--- src/rtl/ars_pkg.sv ---
// Constants and types shared by both ends of the converter sequencing link.
// Assumes one 100 MHz core clock; the sample clock is the core clock divided by two.
package ars_pkg;
  localparam int unsigned CORE_CLK_HZ = 100_000_000;
  localparam int unsigned CORE_PERIOD_NS = 10;
  localparam int unsigned SAMPLE_W = 14;
  localparam int unsigned CORE_PER_SAMPLE = 2;
  // Latency 17.5 sample periods, held as half periods
  localparam int unsigned LATENCY_HALF_SAMPLES = 35;
  localparam int unsigned LATENCY_CYC = LATENCY_HALF_SAMPLES * CORE_PER_SAMPLE / 2;
  localparam int unsigned POLARITY_EXTRA_CYC = CORE_PER_SAMPLE / 2;
  localparam int unsigned PIPE_DEPTH = LATENCY_CYC + POLARITY_EXTRA_CYC;
  localparam int unsigned SETTLE_SAMPLES = 1000;
  localparam int unsigned SETTLE_CYC = SETTLE_SAMPLES * CORE_PER_SAMPLE;
  localparam int unsigned POWER_ON_DELAY_MS = 10;
  localparam int unsigned POWER_ON_CYC = POWER_ON_DELAY_MS * (CORE_CLK_HZ / 1000);
  localparam int unsigned POWER_UP_MS = 40;
  localparam int unsigned POWER_UP_CYC = POWER_UP_MS * (CORE_CLK_HZ / 1000);
  localparam int unsigned RESET_WIDTH_US = 2;
  localparam int unsigned RESET_CYC = (RESET_WIDTH_US * 1000 + CORE_PERIOD_NS - 1) / CORE_PERIOD_NS;
  localparam int unsigned WRITE_DELAY_US = 2;
  localparam int unsigned WRITE_DELAY_CYC = (WRITE_DELAY_US * 1000 + CORE_PERIOD_NS - 1) / CORE_PERIOD_NS;
  localparam int unsigned SCLK_MIN_PERIOD_NS = 50;
  localparam int unsigned SCLK_HALF_CYC = (SCLK_MIN_PERIOD_NS / 2 + CORE_PERIOD_NS - 1) / CORE_PERIOD_NS;
  // Serial word: 4-bit address then 12-bit contents, first bit in is the top one
  localparam int unsigned WORD_W = 16;
  localparam int unsigned ADDR_W = 4;
  localparam int unsigned DATA_W = 12;
  localparam logic [3:0] LAST_BIT = 4'hf;
  localparam logic [ADDR_W-1:0] REG_DLL = 4'hd;
  localparam logic [ADDR_W-1:0] REG_TEST = 4'he;
  localparam logic [ADDR_W-1:0] REG_PDN = 4'hf;
  localparam int unsigned DLL_OFF_BIT = 1;
  localparam int unsigned TEST_LSB = 9;
  localparam int unsigned TEST_W = 2;
  localparam int unsigned PDN_BIT = 11;
  localparam logic DLL_OFF_RST = 1'h0;
  localparam logic [TEST_W-1:0] TEST_NORMAL = 2'h0;
  localparam logic [TEST_W-1:0] TEST_ZEROS = 2'h1;
  localparam logic [TEST_W-1:0] TEST_ONES = 2'h2;
  localparam logic [TEST_W-1:0] TEST_TOGGLE = 2'h3;
  localparam logic PDN_RST = 1'h0;

  typedef enum logic [4:0] {
    ST_PWR = 5'h01,
    ST_RST = 5'h02,
    ST_WAIT = 5'h04,
    ST_IDLE = 5'h08,
    ST_SHIFT = 5'h10
  } ars_ctrl_state_t;
endpackage

--- src/rtl/ars_link_if.sv ---
// Pins between the converter end and the system controller end.
// Assumes both ends share core_clk; all signals are plain levels.
interface ars_link_if;
  logic adc_reset;
  logic serial_load_strobe_n;
  logic sclk;
  logic sdata;
  logic oe;
  logic clk_run;
  logic [ars_pkg::SAMPLE_W-1:0] sample_data;
  logic sample_strobe_out;

  modport adc (
    input adc_reset, serial_load_strobe_n, sclk, sdata, oe, clk_run,
    output sample_data, sample_strobe_out
  );
  modport ctrl (
    output adc_reset, serial_load_strobe_n, sclk, sdata, oe, clk_run,
    input sample_data, sample_strobe_out
  );
endinterface

--- src/rtl/ars_adc_end.sv ---
// Converter end: serial configuration, power-up, settling and sample latency.
// Assumes the controller drives the link on core_clk; sample clock is core_clk / 2 gated by clk_run.
//
// Behaviour
// - Sample appears 17.5 sample clocks after capture.
// - Output timing settles within 1000 clocks after enable.
// - Valid data within 1000 clocks after power-down exit.
// - Valid data within 1000 clocks after clock restart.
// - Controller waits 10 ms before reset pulse.
// - Controller holds reset at least 2 us.
// - Controller waits 2 us before load strobe.
// - Output stable within 40 ms of power.
// - Falling polarity shifts output half a period.
// - Reset returns every register to normal setting.
// - Bits shift only while load strobe low.
module ars_adc_end #(
  parameter int unsigned POWER_UP_CYC = ars_pkg::POWER_UP_CYC,
  parameter int unsigned SETTLE_CYC = ars_pkg::SETTLE_CYC
) (
  input wire logic core_clk,
  input wire logic rst,
  ars_link_if.adc lnk,
  input wire logic [ars_pkg::SAMPLE_W-1:0] sample_in,
  input wire logic polarity_falling,
  output logic adc_stable,
  output logic dll_off
);

  // Serial configuration state
  logic sclk_prev_ff;
  logic nxt_sclk_prev;
  logic [3:0] bit_cnt_ff;
  logic [3:0] nxt_bit_cnt;
  logic [ars_pkg::WORD_W-1:0] shift_ff;
  logic [ars_pkg::WORD_W-1:0] nxt_shift;
  logic dll_off_ff;
  logic nxt_dll_off;
  logic [ars_pkg::TEST_W-1:0] test_ff;
  logic [ars_pkg::TEST_W-1:0] nxt_test;
  logic pdn_ff;
  logic nxt_pdn;
  logic [ars_pkg::WORD_W-1:0] word_in;

  always_comb begin
    nxt_sclk_prev = lnk.sclk;
    nxt_bit_cnt = bit_cnt_ff;
    nxt_shift = shift_ff;
    nxt_dll_off = dll_off_ff;
    nxt_test = test_ff;
    nxt_pdn = pdn_ff;
    word_in = {shift_ff[ars_pkg::WORD_W-2:0], lnk.sdata};
    if (lnk.adc_reset) begin
      nxt_bit_cnt = '0;
      nxt_dll_off = ars_pkg::DLL_OFF_RST;
      nxt_test = ars_pkg::TEST_NORMAL;
      nxt_pdn = ars_pkg::PDN_RST;
    end else if (lnk.serial_load_strobe_n) begin
      // Partial word dropped when strobe rises
      nxt_bit_cnt = '0;
    end else if (sclk_prev_ff && !lnk.sclk) begin
      nxt_shift = word_in;
      nxt_bit_cnt = bit_cnt_ff + 4'h1;
      if (bit_cnt_ff == ars_pkg::LAST_BIT) begin
        unique case (word_in[ars_pkg::WORD_W-1 -: ars_pkg::ADDR_W])
          ars_pkg::REG_DLL: nxt_dll_off = word_in[ars_pkg::DLL_OFF_BIT];
          ars_pkg::REG_TEST: nxt_test = word_in[ars_pkg::TEST_LSB +: ars_pkg::TEST_W];
          ars_pkg::REG_PDN: nxt_pdn = word_in[ars_pkg::PDN_BIT];
          default: nxt_pdn = pdn_ff;
        endcase
      end
    end
  end

  always_ff @(posedge core_clk or posedge rst) begin
    if (rst) begin
      sclk_prev_ff <= 1'b1;
      bit_cnt_ff <= '0;
      shift_ff <= '0;
      dll_off_ff <= ars_pkg::DLL_OFF_RST;
      test_ff <= ars_pkg::TEST_NORMAL;
      pdn_ff <= ars_pkg::PDN_RST;
    end else begin
      sclk_prev_ff <= nxt_sclk_prev;
      bit_cnt_ff <= nxt_bit_cnt;
      shift_ff <= nxt_shift;
      dll_off_ff <= nxt_dll_off;
      test_ff <= nxt_test;
      pdn_ff <= nxt_pdn;
    end
  end

  // Power-up, sample phase and settling state
  logic [31:0] pwr_cnt_ff;
  logic [31:0] nxt_pwr_cnt;
  logic pwr_done_ff;
  logic nxt_pwr_done;
  logic phase_ff;
  logic nxt_phase;
  logic oe_prev_ff;
  logic nxt_oe_prev;
  logic run_prev_ff;
  logic nxt_run_prev;
  logic [31:0] settle_cnt_ff;
  logic [31:0] nxt_settle_cnt;
  logic stable_ff;
  logic nxt_stable;
  logic run;
  logic sample_now;
  logic restart;
  logic active;

  always_comb begin
    run = lnk.clk_run && pwr_done_ff;
    sample_now = run && !phase_ff;
    active = pwr_done_ff && lnk.oe && lnk.clk_run && !pdn_ff;
    restart = (lnk.oe && !oe_prev_ff)
      || (pdn_ff && !nxt_pdn)
      || (lnk.clk_run && !run_prev_ff)
      || lnk.adc_reset;
    nxt_pwr_cnt = pwr_cnt_ff;
    nxt_pwr_done = pwr_done_ff;
    if (!pwr_done_ff) begin
      nxt_pwr_cnt = pwr_cnt_ff + 32'h1;
      if (pwr_cnt_ff == 32'(POWER_UP_CYC - 1)) begin
        nxt_pwr_done = 1'b1;
      end
    end
    nxt_phase = run ? !phase_ff : phase_ff;
    nxt_oe_prev = lnk.oe;
    nxt_run_prev = lnk.clk_run;
    nxt_settle_cnt = settle_cnt_ff;
    if (restart) begin
      nxt_settle_cnt = 32'(SETTLE_CYC);
    end else if (active && settle_cnt_ff != 32'h0) begin
      nxt_settle_cnt = settle_cnt_ff - 32'h1;
    end
    nxt_stable = active && !restart && settle_cnt_ff == 32'h0;
  end

  always_ff @(posedge core_clk or posedge rst) begin
    if (rst) begin
      pwr_cnt_ff <= '0;
      pwr_done_ff <= 1'b0;
      phase_ff <= 1'b0;
      oe_prev_ff <= 1'b0;
      run_prev_ff <= 1'b0;
      settle_cnt_ff <= 32'(SETTLE_CYC);
      stable_ff <= 1'b0;
    end else begin
      pwr_cnt_ff <= nxt_pwr_cnt;
      pwr_done_ff <= nxt_pwr_done;
      phase_ff <= nxt_phase;
      oe_prev_ff <= nxt_oe_prev;
      run_prev_ff <= nxt_run_prev;
      settle_cnt_ff <= nxt_settle_cnt;
      stable_ff <= nxt_stable;
    end
  end

  // Sample pipeline and output stage
  logic [ars_pkg::SAMPLE_W-1:0] pipe_ff [0:ars_pkg::PIPE_DEPTH-1];
  logic [ars_pkg::SAMPLE_W-1:0] nxt_pipe [0:ars_pkg::PIPE_DEPTH-1];
  logic [ars_pkg::PIPE_DEPTH-1:0] mark_ff;
  logic [ars_pkg::PIPE_DEPTH-1:0] nxt_mark;
  logic pol_ff;
  logic nxt_pol;
  logic [ars_pkg::SAMPLE_W-1:0] data_ff;
  logic [ars_pkg::SAMPLE_W-1:0] nxt_data;
  logic strobe_ff;
  logic nxt_strobe;
  logic [ars_pkg::SAMPLE_W-1:0] tap_data;
  logic tap_mark;

  assign nxt_pipe[0] = sample_now ? sample_in : pipe_ff[0];
  assign nxt_mark[0] = run ? sample_now : mark_ff[0];

  genvar gi;
  generate
    for (gi = 1; gi < ars_pkg::PIPE_DEPTH; gi++) begin : g_pipe
      assign nxt_pipe[gi] = run ? pipe_ff[gi-1] : pipe_ff[gi];
      assign nxt_mark[gi] = run ? mark_ff[gi-1] : mark_ff[gi];
    end
  endgenerate

  always_comb begin
    nxt_pol = polarity_falling;
    if (pol_ff) begin
      tap_data = pipe_ff[ars_pkg::PIPE_DEPTH-1];
      tap_mark = mark_ff[ars_pkg::PIPE_DEPTH-1];
    end else begin
      tap_data = pipe_ff[ars_pkg::LATENCY_CYC-1];
      tap_mark = mark_ff[ars_pkg::LATENCY_CYC-1];
    end
    nxt_data = data_ff;
    nxt_strobe = 1'b0;
    if (!lnk.oe || pdn_ff || !pwr_done_ff) begin
      nxt_data = '0;
    end else if (run) begin
      // Far tap mark gives the edge mid-word for either tap; quiet while the pipeline fills
      nxt_strobe = mark_ff[ars_pkg::PIPE_DEPTH-1];
      if (tap_mark) begin
        unique case (test_ff)
          ars_pkg::TEST_NORMAL: nxt_data = tap_data;
          ars_pkg::TEST_ZEROS: nxt_data = '0;
          ars_pkg::TEST_ONES: nxt_data = '1;
          ars_pkg::TEST_TOGGLE: nxt_data = ~data_ff;
        endcase
      end
    end
  end

  always_ff @(posedge core_clk or posedge rst) begin
    if (rst) begin
      for (int i = 0; i < ars_pkg::PIPE_DEPTH; i++) begin
        pipe_ff[i] <= '0;
      end
      mark_ff <= '0;
      pol_ff <= 1'b0;
      data_ff <= '0;
      strobe_ff <= 1'b0;
    end else begin
      for (int i = 0; i < ars_pkg::PIPE_DEPTH; i++) begin
        pipe_ff[i] <= nxt_pipe[i];
      end
      mark_ff <= nxt_mark;
      pol_ff <= nxt_pol;
      data_ff <= nxt_data;
      strobe_ff <= nxt_strobe;
    end
  end

  assign lnk.sample_data = data_ff;
  assign lnk.sample_strobe_out = strobe_ff;
  assign adc_stable = stable_ff;
  assign dll_off = dll_off_ff;

endmodule // ars_adc_end

--- src/flat_wrapper.sv ---
// flat-port wrapper written by rule: the top's interface ports become plain ports
module ars_adc_end_flat 
#(
  parameter int unsigned POWER_UP_CYC = ars_pkg::POWER_UP_CYC,
  parameter int unsigned SETTLE_CYC = ars_pkg::SETTLE_CYC
)
  (core_clk, rst, sample_in, polarity_falling, adc_stable, dll_off, lnk_adc_reset, lnk_serial_load_strobe_n, lnk_sclk, lnk_sdata, lnk_oe, lnk_clk_run, lnk_sample_data, lnk_sample_strobe_out);
  ars_link_if lnk_i ();
  input wire logic core_clk;
  input wire logic rst;
  input wire logic [ars_pkg::SAMPLE_W-1:0] sample_in;
  input wire logic polarity_falling;
  output logic adc_stable;
  output logic dll_off;
  input wire logic [$bits(lnk_i.adc_reset)-1:0] lnk_adc_reset;
  input wire logic [$bits(lnk_i.serial_load_strobe_n)-1:0] lnk_serial_load_strobe_n;
  input wire logic [$bits(lnk_i.sclk)-1:0] lnk_sclk;
  input wire logic [$bits(lnk_i.sdata)-1:0] lnk_sdata;
  input wire logic [$bits(lnk_i.oe)-1:0] lnk_oe;
  input wire logic [$bits(lnk_i.clk_run)-1:0] lnk_clk_run;
  output wire logic [$bits(lnk_i.sample_data)-1:0] lnk_sample_data;
  output wire logic [$bits(lnk_i.sample_strobe_out)-1:0] lnk_sample_strobe_out;
  assign lnk_i.adc_reset = lnk_adc_reset;
  assign lnk_i.serial_load_strobe_n = lnk_serial_load_strobe_n;
  assign lnk_i.sclk = lnk_sclk;
  assign lnk_i.sdata = lnk_sdata;
  assign lnk_i.oe = lnk_oe;
  assign lnk_i.clk_run = lnk_clk_run;
  assign lnk_sample_data = lnk_i.sample_data;
  assign lnk_sample_strobe_out = lnk_i.sample_strobe_out;
  ars_adc_end #(.POWER_UP_CYC(POWER_UP_CYC), .SETTLE_CYC(SETTLE_CYC)) u_core (.core_clk(core_clk), .rst(rst), .lnk(lnk_i), .sample_in(sample_in), .polarity_falling(polarity_falling), .adc_stable(adc_stable), .dll_off(dll_off));
endmodule
--- config.mk ---
export PLATFORM = sky130hd
export DESIGN_NAME = ars_adc_end_flat
export DESIGN_NICKNAME = d
export VERILOG_FILES = /design/src/rtl/ars_pkg.sv /design/src/rtl/ars_link_if.sv /design/src/rtl/ars_adc_end.sv /design/src/flat_wrapper.sv
export SDC_FILE = /design/constraint.sdc
export NUM_CORES = 1
export LEC_CHECK = 0
export ABC_AREA = 1
export BUFFER_PORTS_ARGS = -buffer_cell sky130_fd_sc_hd__buf_2
export CAP_MARGIN = 20
export CORE_ASPECT_RATIO = 0.5
export CORE_MARGIN = 10
export CORE_UTILIZATION = 45
export CTS_BUF_LIST = sky130_fd_sc_hd__clkbuf_4
export DETAILED_ROUTE_END_ITERATION = 10
export PLACE_DENSITY_LB_ADDON = 0.2
export SLEW_MARGIN = 20
export SYNTH_ARGS = -nofsm -noshare
export SYNTH_HDL_FRONTEND = slang
export SYNTH_SLANG_ARGS = --single-unit
--- constraint.sdc ---
create_clock -name core_clk -period 22 [get_ports core_clk]
set_input_delay 4.4 -clock core_clk [delete_from_list [all_inputs] [get_ports core_clk]]
set_output_delay 4.4 -clock core_clk [all_outputs]
set_load 0.02 [all_outputs]
After elaboration in Yosys (flattened, before gate mapping)
Index checks and enable logic that the tools add are counted.

storage, ports and cells
  output and inout bits = 17
  register bits = 649

cells by class
  add/subtract/negate cells = 3
  reductions and logical operators = 41
  equality and inequality tests = 9
  mux-type cells = 30
  bitwise logic cells = 3

operators with widths
  cell                                                                      count
  32-bit two-way mux                                                        2
  14-bit two-way mux                                                        4
  14-bit one-hot mux with 4 select lines                                    1
  32-bit by 1-bit adder with 32-bit output (second input constant)          1
  32-bit by 22-bit equality test with 1-bit output (second input constant)  1
  32-bit zero test                                                          1
  32-bit nonzero test                                                       1
  32-bit by 1-bit subtractor with 32-bit output (second input constant)     1
  4-bit equality test (second input constant)                               4
  1-bit two-way mux                                                         15
  14-bit inverter                                                           1
  2-bit nonzero test                                                        7
  1-bit logical AND                                                         12
  4-bit two-way mux                                                         3
  2-bit two-way mux                                                         5
  1-bit zero test                                                           9
  4-bit AND reduction                                                       2
  1-bit logical OR                                                          5
  4-bit by 1-bit adder with 4-bit output (second input constant)            1
  2-bit equality test (second input constant)                               2
  3-bit AND reduction                                                       1
  3-bit nonzero test                                                        1
  2-bit by 1-bit equality test with 1-bit output (second input constant)    1
  2-bit zero test                                                           1
  3 further kinds                                                           4

Logic depth before layout (Yosys ltp)
  word-level depth = 14
  gate-level depth with buffers = 11
  mapped depth without buffers = 10

Worst setup path after synthesis
No wires, ideal clock.

  path kind = input to register
  start point = input lnk_adc_reset
  end point = register u_core.settle_cnt_ff[11]
  data arrival time = 5378 ps
  stages = 8
  setup slack = 16505 ps
  buffers on the path = 2
  path through = clkbuf_1 a211oi_1 nand2_2 inv_2 nand2_2 buf_2 nand2_1 nand2_1

on the way
  word-level cells in the longest chain between the ends = 7
  elaborated cells on any way between the ends = 8
  those cells by class = 2 x mux; 6 x reduce/logical

RTL lines
  what                                                             RTL line            RTL
  start: declaration                                               flat_wrapper.sv:15  input wire logic [$bits(lnk_i.adc_reset)-1:0] lnk_adc_reset;
  1-bit two-way mux                                                ars_adc_end.sv:52   if (lnk.adc_reset) begin
  1-bit zero test                                                  ars_adc_end.sv:117  || (pdn_ff && !nxt_pdn)
  1-bit logical AND                                                ars_adc_end.sv:117
  1-bit logical OR                                                 ars_adc_end.sv:117
  1-bit logical OR                                                 ars_adc_end.sv:118  || (lnk.clk_run && !run_prev_ff)
  1-bit logical OR (*)                                             ars_adc_end.sv:119  || lnk.adc_reset;
  32-bit two-way mux / 2-bit nonzero test (equally long branches)  --
  end signal: assignment                                           ars_adc_end.sv:147  settle_cnt_ff <= 32'(SETTLE_CYC);
  end signal: assignment                                           ars_adc_end.sv:155  settle_cnt_ff <= nxt_settle_cnt;
  end: declaration                                                 ars_adc_end.sv:103  logic [31:0] settle_cnt_ff;

Every way passes the cells marked *; elsewhere a longest branch is shown, timed or not.
A chain may end at the register's enable or synchronous reset.

Worst setup path in the final report
  start point = input lnk_clk_run
  end point = register u_core.pipe_ff[230] in the netlist's numbering

on the way
  word-level cells in the longest chain between the ends = 1

RTL lines
  what                            RTL line            RTL
  start: declaration              flat_wrapper.sv:20  input wire logic [$bits(lnk_i.clk_run)-1:0] lnk_clk_run;
  1-bit logical AND               ars_adc_end.sv:113  run = lnk.clk_run && pwr_done_ff;
  end signal: indexed assignment  ars_adc_end.sv:223  pipe_ff[i] <= nxt_pipe[i];
  end: declaration                ars_adc_end.sv:161  logic [ars_pkg::SAMPLE_W-1:0] pipe_ff [0:ars_pkg::PIPE_DEPTH-1];

No other way between the ends.

==> impl_results.md <==
- Synth area leader: dfrtp_1
- DP Wirelength: 27050 um
- Crit. Startpoint: lnk_clk_run
- Max clock buf depth: 3
- Slowest-stage cell, CP: buf_4
- R2R cell count: 5
- Critical path peak fanout: around 160
- Final #Nets: approximately 2900
- Worst Clk Skew: ~63 ps
- Post_cts resized: 0
- Net Sw Power: around 0.00053 W
- Critical path endpoint: u_core.pipe_ff[230]$_DFFE_PP0P_
- I/O pin cnt: 40
- Syn_nets: approximately 2900
- Row cnt: 62
- Iteration count of the initial detailed-routing pass: 5
- Crit share post-route: between 30 and 40%
- Clock power frac: a little over two fifths
- Die H: 189.7 um
- Setup Crit Path Kind: in -> reg
- CTS buffer count: about 150
- Largest cells by area after synthesis: dfrtp_1 (62%), nand2_1 (11%), o21ai_0 (11%)
- Sequential cell area fraction in the yosys report: a little over three fifths
- GP Congestion: 0.8431
- Outcome: finished, final reports clean
- Clock slew at reported path FFs: 70 ps
- Worst vdd ir: 0.03423 mV
- DR vias/cell: roughly 4.8
- Required time worst endpoint: around 23000 ps
- Mapped cell area: roughly 26000 um^2
- Syn_area_per_cell: slightly above 9 um^2
- Initial core utilization: a little under half
- Setup violators final: 0
- FF-to-FF setup slack: approximately 19000 ps
- Area grow syn2layout: 10.15%
- Total power: roughly 0.0022 W
- Number of setup buffers added after CTS: 0
- Tightest Pin Transition: 1171 ps
- Core area: ~57000 um^2
- R2R Path End: u_core.pipe_ff[230]$_DFFE_PP0P_
- Most common cell after layout, fill and taps aside: nand2_1
- Filler Cells Inserted: around 5400
- Most frequent CP cell: buf_4
- Drt wl/cell: ~12 um
- Vias in the first global route: 17630
- CP cell instances: buf_2, nand2_4, inv_8, buf_4, buf_4, o21ai_0
- CTS sink count: roughly 650
- Synth unique cells: 37
- WL final: roughly 47000 um
- Global-route wire length before repair: about 83000 um
- Grt ovf: 0
- Top cell family by delay on the critical path: buffers and inverters
- CTS Hold Buffers Added: 0
- Pins Over Slew Limit: 0
- Max Clk Rate: between 150 and 200 MHz
- Synth warnings: 0
- Most frequent cells in the layout: nand2_1 (769), dfrtp_1 (642), o21ai_0 (561), inv_1 (328), clkbuf_4 (226)
- Die area: ~68000 um^2
- WP buf/inv: 4
- Worst path max stage delay: ~810 ps
- Largest net degree at the start of global routing: ~280
- Fin crit period: 6648 ps
- Overall Global Routing Usage: between 10 and 15%
- Arrival time worst endpoint: about 7400 ps
- CP endpoint kind: flip-flop
- Setup crit start kind: input port
- DRT antenna net count: 0
- Width of the die: 359.3 um
- Max Cap Viol: 0
- Clk Latency, worst-skew pair: between 800 and 900 ps
- Int Pwr: 0.001700 W
- Cells after synthesis: 2830
- Initial antenna violation count: 1
- Setup_tns: 0 ps
- CTS tree: done
- Slew margin rel.: a little over a fifth
- Hold Crit Class: reg -> reg
- DR vias: 18000
- Reg2reg start: u_core.pwr_done_ff$_DFF_PP0_
- Layout cells sized above 1: 11.23%
- DRC violations left: 0
- I/O Buffers: 39
- Stages on the worst setup path: 6
- Share of the synthesized area in the top cell type: about 62%
- Combinational fraction of design power: between 2 and 3%
- Pleak: 14.25 nW
- Pwr Density: ~78 nW/um^2
- Final worst slack: roughly 15000 ps
- Worst slack at placement: 14450 ps
- Fraction of power spent switching nets: 23.78%
- CTS root buf: clkbuf_4
- Synthesized flop and latch total: approximately 650
- Final Hold Fails: 0
- Drt initial violations: around 1300
- Flop pwr share: 54.2%
- RSZ-0062 raised after global routing: false
- Htree depth: 4
- Number of cells on the worst hold path: 2
[worst min-delay path by stage]
| stage | startpoint | end | slack (ps) |
|---|---|---|---|
| global placement | u_core.pipe_ff[41]$_DFFE_PP0P_ | u_core.pipe_ff[27]$_DFFE_PP0P_ | 450 |
| floorplan | u_core.pipe_ff[41]$_DFFE_PP0P_ | u_core.pipe_ff[27]$_DFFE_PP0P_ | 440 |
| CTS | u_core.pipe_ff[293]$_DFFE_PP0P_ | u_core.pipe_ff[279]$_DFFE_PP0P_ | 450 |
| detailed placement | u_core.pipe_ff[317]$_DFFE_PP0P_ | u_core.pipe_ff[303]$_DFFE_PP0P_ | 450 |
| global route | u_core.pipe_ff[254]$_DFFE_PP0P_ | u_core.pipe_ff[240]$_DFFE_PP0P_ | 480 |
| finish | u_core.pipe_ff[109]$_DFFE_PP0P_ | u_core.pipe_ff[95]$_DFFE_PP0P_ | 450 |
[cell families (layout without fill, tap and decap cells)]
family	Yosys count	count (layout)	synth area share, %
other cells	0	2	0
xor+xnor	39	39	1.319
flops	649	649	62.73
buf+inv	474	644	7.139
compound gates	629	629	12.33
fa+ha+maj	4	4	0.1932
simple gates	1035	1035	16.28
[area by class of cell]
cell class	count	area, um^2	share of cell area (%)
sequential	649	16250	56.95
inverter	334	1265	4.433
multi-input combinational	1707	7811	27.38
tap	768	960.9	3.368
antenna	2	5.005	0.01754
timing repair buffer	55	347.8	1.219
clock inverter	29	196.4	0.6885
clock buffer	226	1697	5.946
[power by group through the flow]
stage / combinational [W] / clock, W / sequential (W)
after detailed placement: 0.0000624 / 0 / 0.00123
after global routing: 0.0000717 / 0.00107 / 0.00121
final: 0.0000601 / 0.000961 / 0.00121
after global placement: 0.0000615 / 0 / 0.00123
after floorplan: 0.0000448 / 0 / 0.00123
after CTS: 0.0000625 / 0.00100 / 0.00121
[metal layers]
metal  GRT usage, %  part of all wire (%)
met5              0                     0
met2          21.33                    44
met1          19.41                    50
met4          4.593                   1.4
met3          3.728                   4.4
[state kept, by name, summed over array words and instances (netlist names), 2 cells and up]
name / flops
u_core.lnk.sample_data: 14
u_core.bit_cnt_ff: 4
u_core.test_ff: 2
u_core.settle_cnt_ff: 32
u_core.pipe_ff: 504
u_core.mark_ff: 36
u_core.pwr_cnt_ff: 32
u_core.shift_ff: 15
[synthesized netlist by cell type]
master	instances
buf_6	2
nor3_2	1
xor2_1	28
or2_1	1
buf_2	41
o41ai_1	1
nor2_1	125
nand3b_1	5
nand3_1	55
nand2_4	1
nor2_2	12
o21bai_2	1
nand2_2	6
o31ai_1	2
dfstp_2	7
clkbuf_1	84
a311oi_1	1
or2_2	1
nor3_1	16
nand4_1	32
o21bai_1	9
o21ai_0	561
a211oi_1	1
buf_1	12
dfrtp_1	642
buf_4	1
inv_2	5
nor2_4	3
inv_1	329
ha_1	4
o211ai_1	1
nor4_1	4
a21oi_1	37
o21ai_1	15
nand2_1	770
nor2_8	3
xnor2_1	11
[through the flow]
step	hold slack [ps]	area (um^2)	util, %	cells
3_3_place_gp	450.9	26630	46.57	3513
3_5_place_dp	449.8	26630	46.57	3513
2_1_floorplan	442.2	25910	-	2830
5_1_grt	482.0	28530	49.91	3770
4_1_cts	450.5	28520	49.88	3768
6_report	445.9	28530	49.91	3770
[worst min-delay path, delay by kind of cell, from the launching register on]
family / cells / cell delay (ps)
flops: 1 / 350
simple gates: 1 / 50
compound gates: 1 / 60
Note: power is estimated with default switching activity, not from simulation.
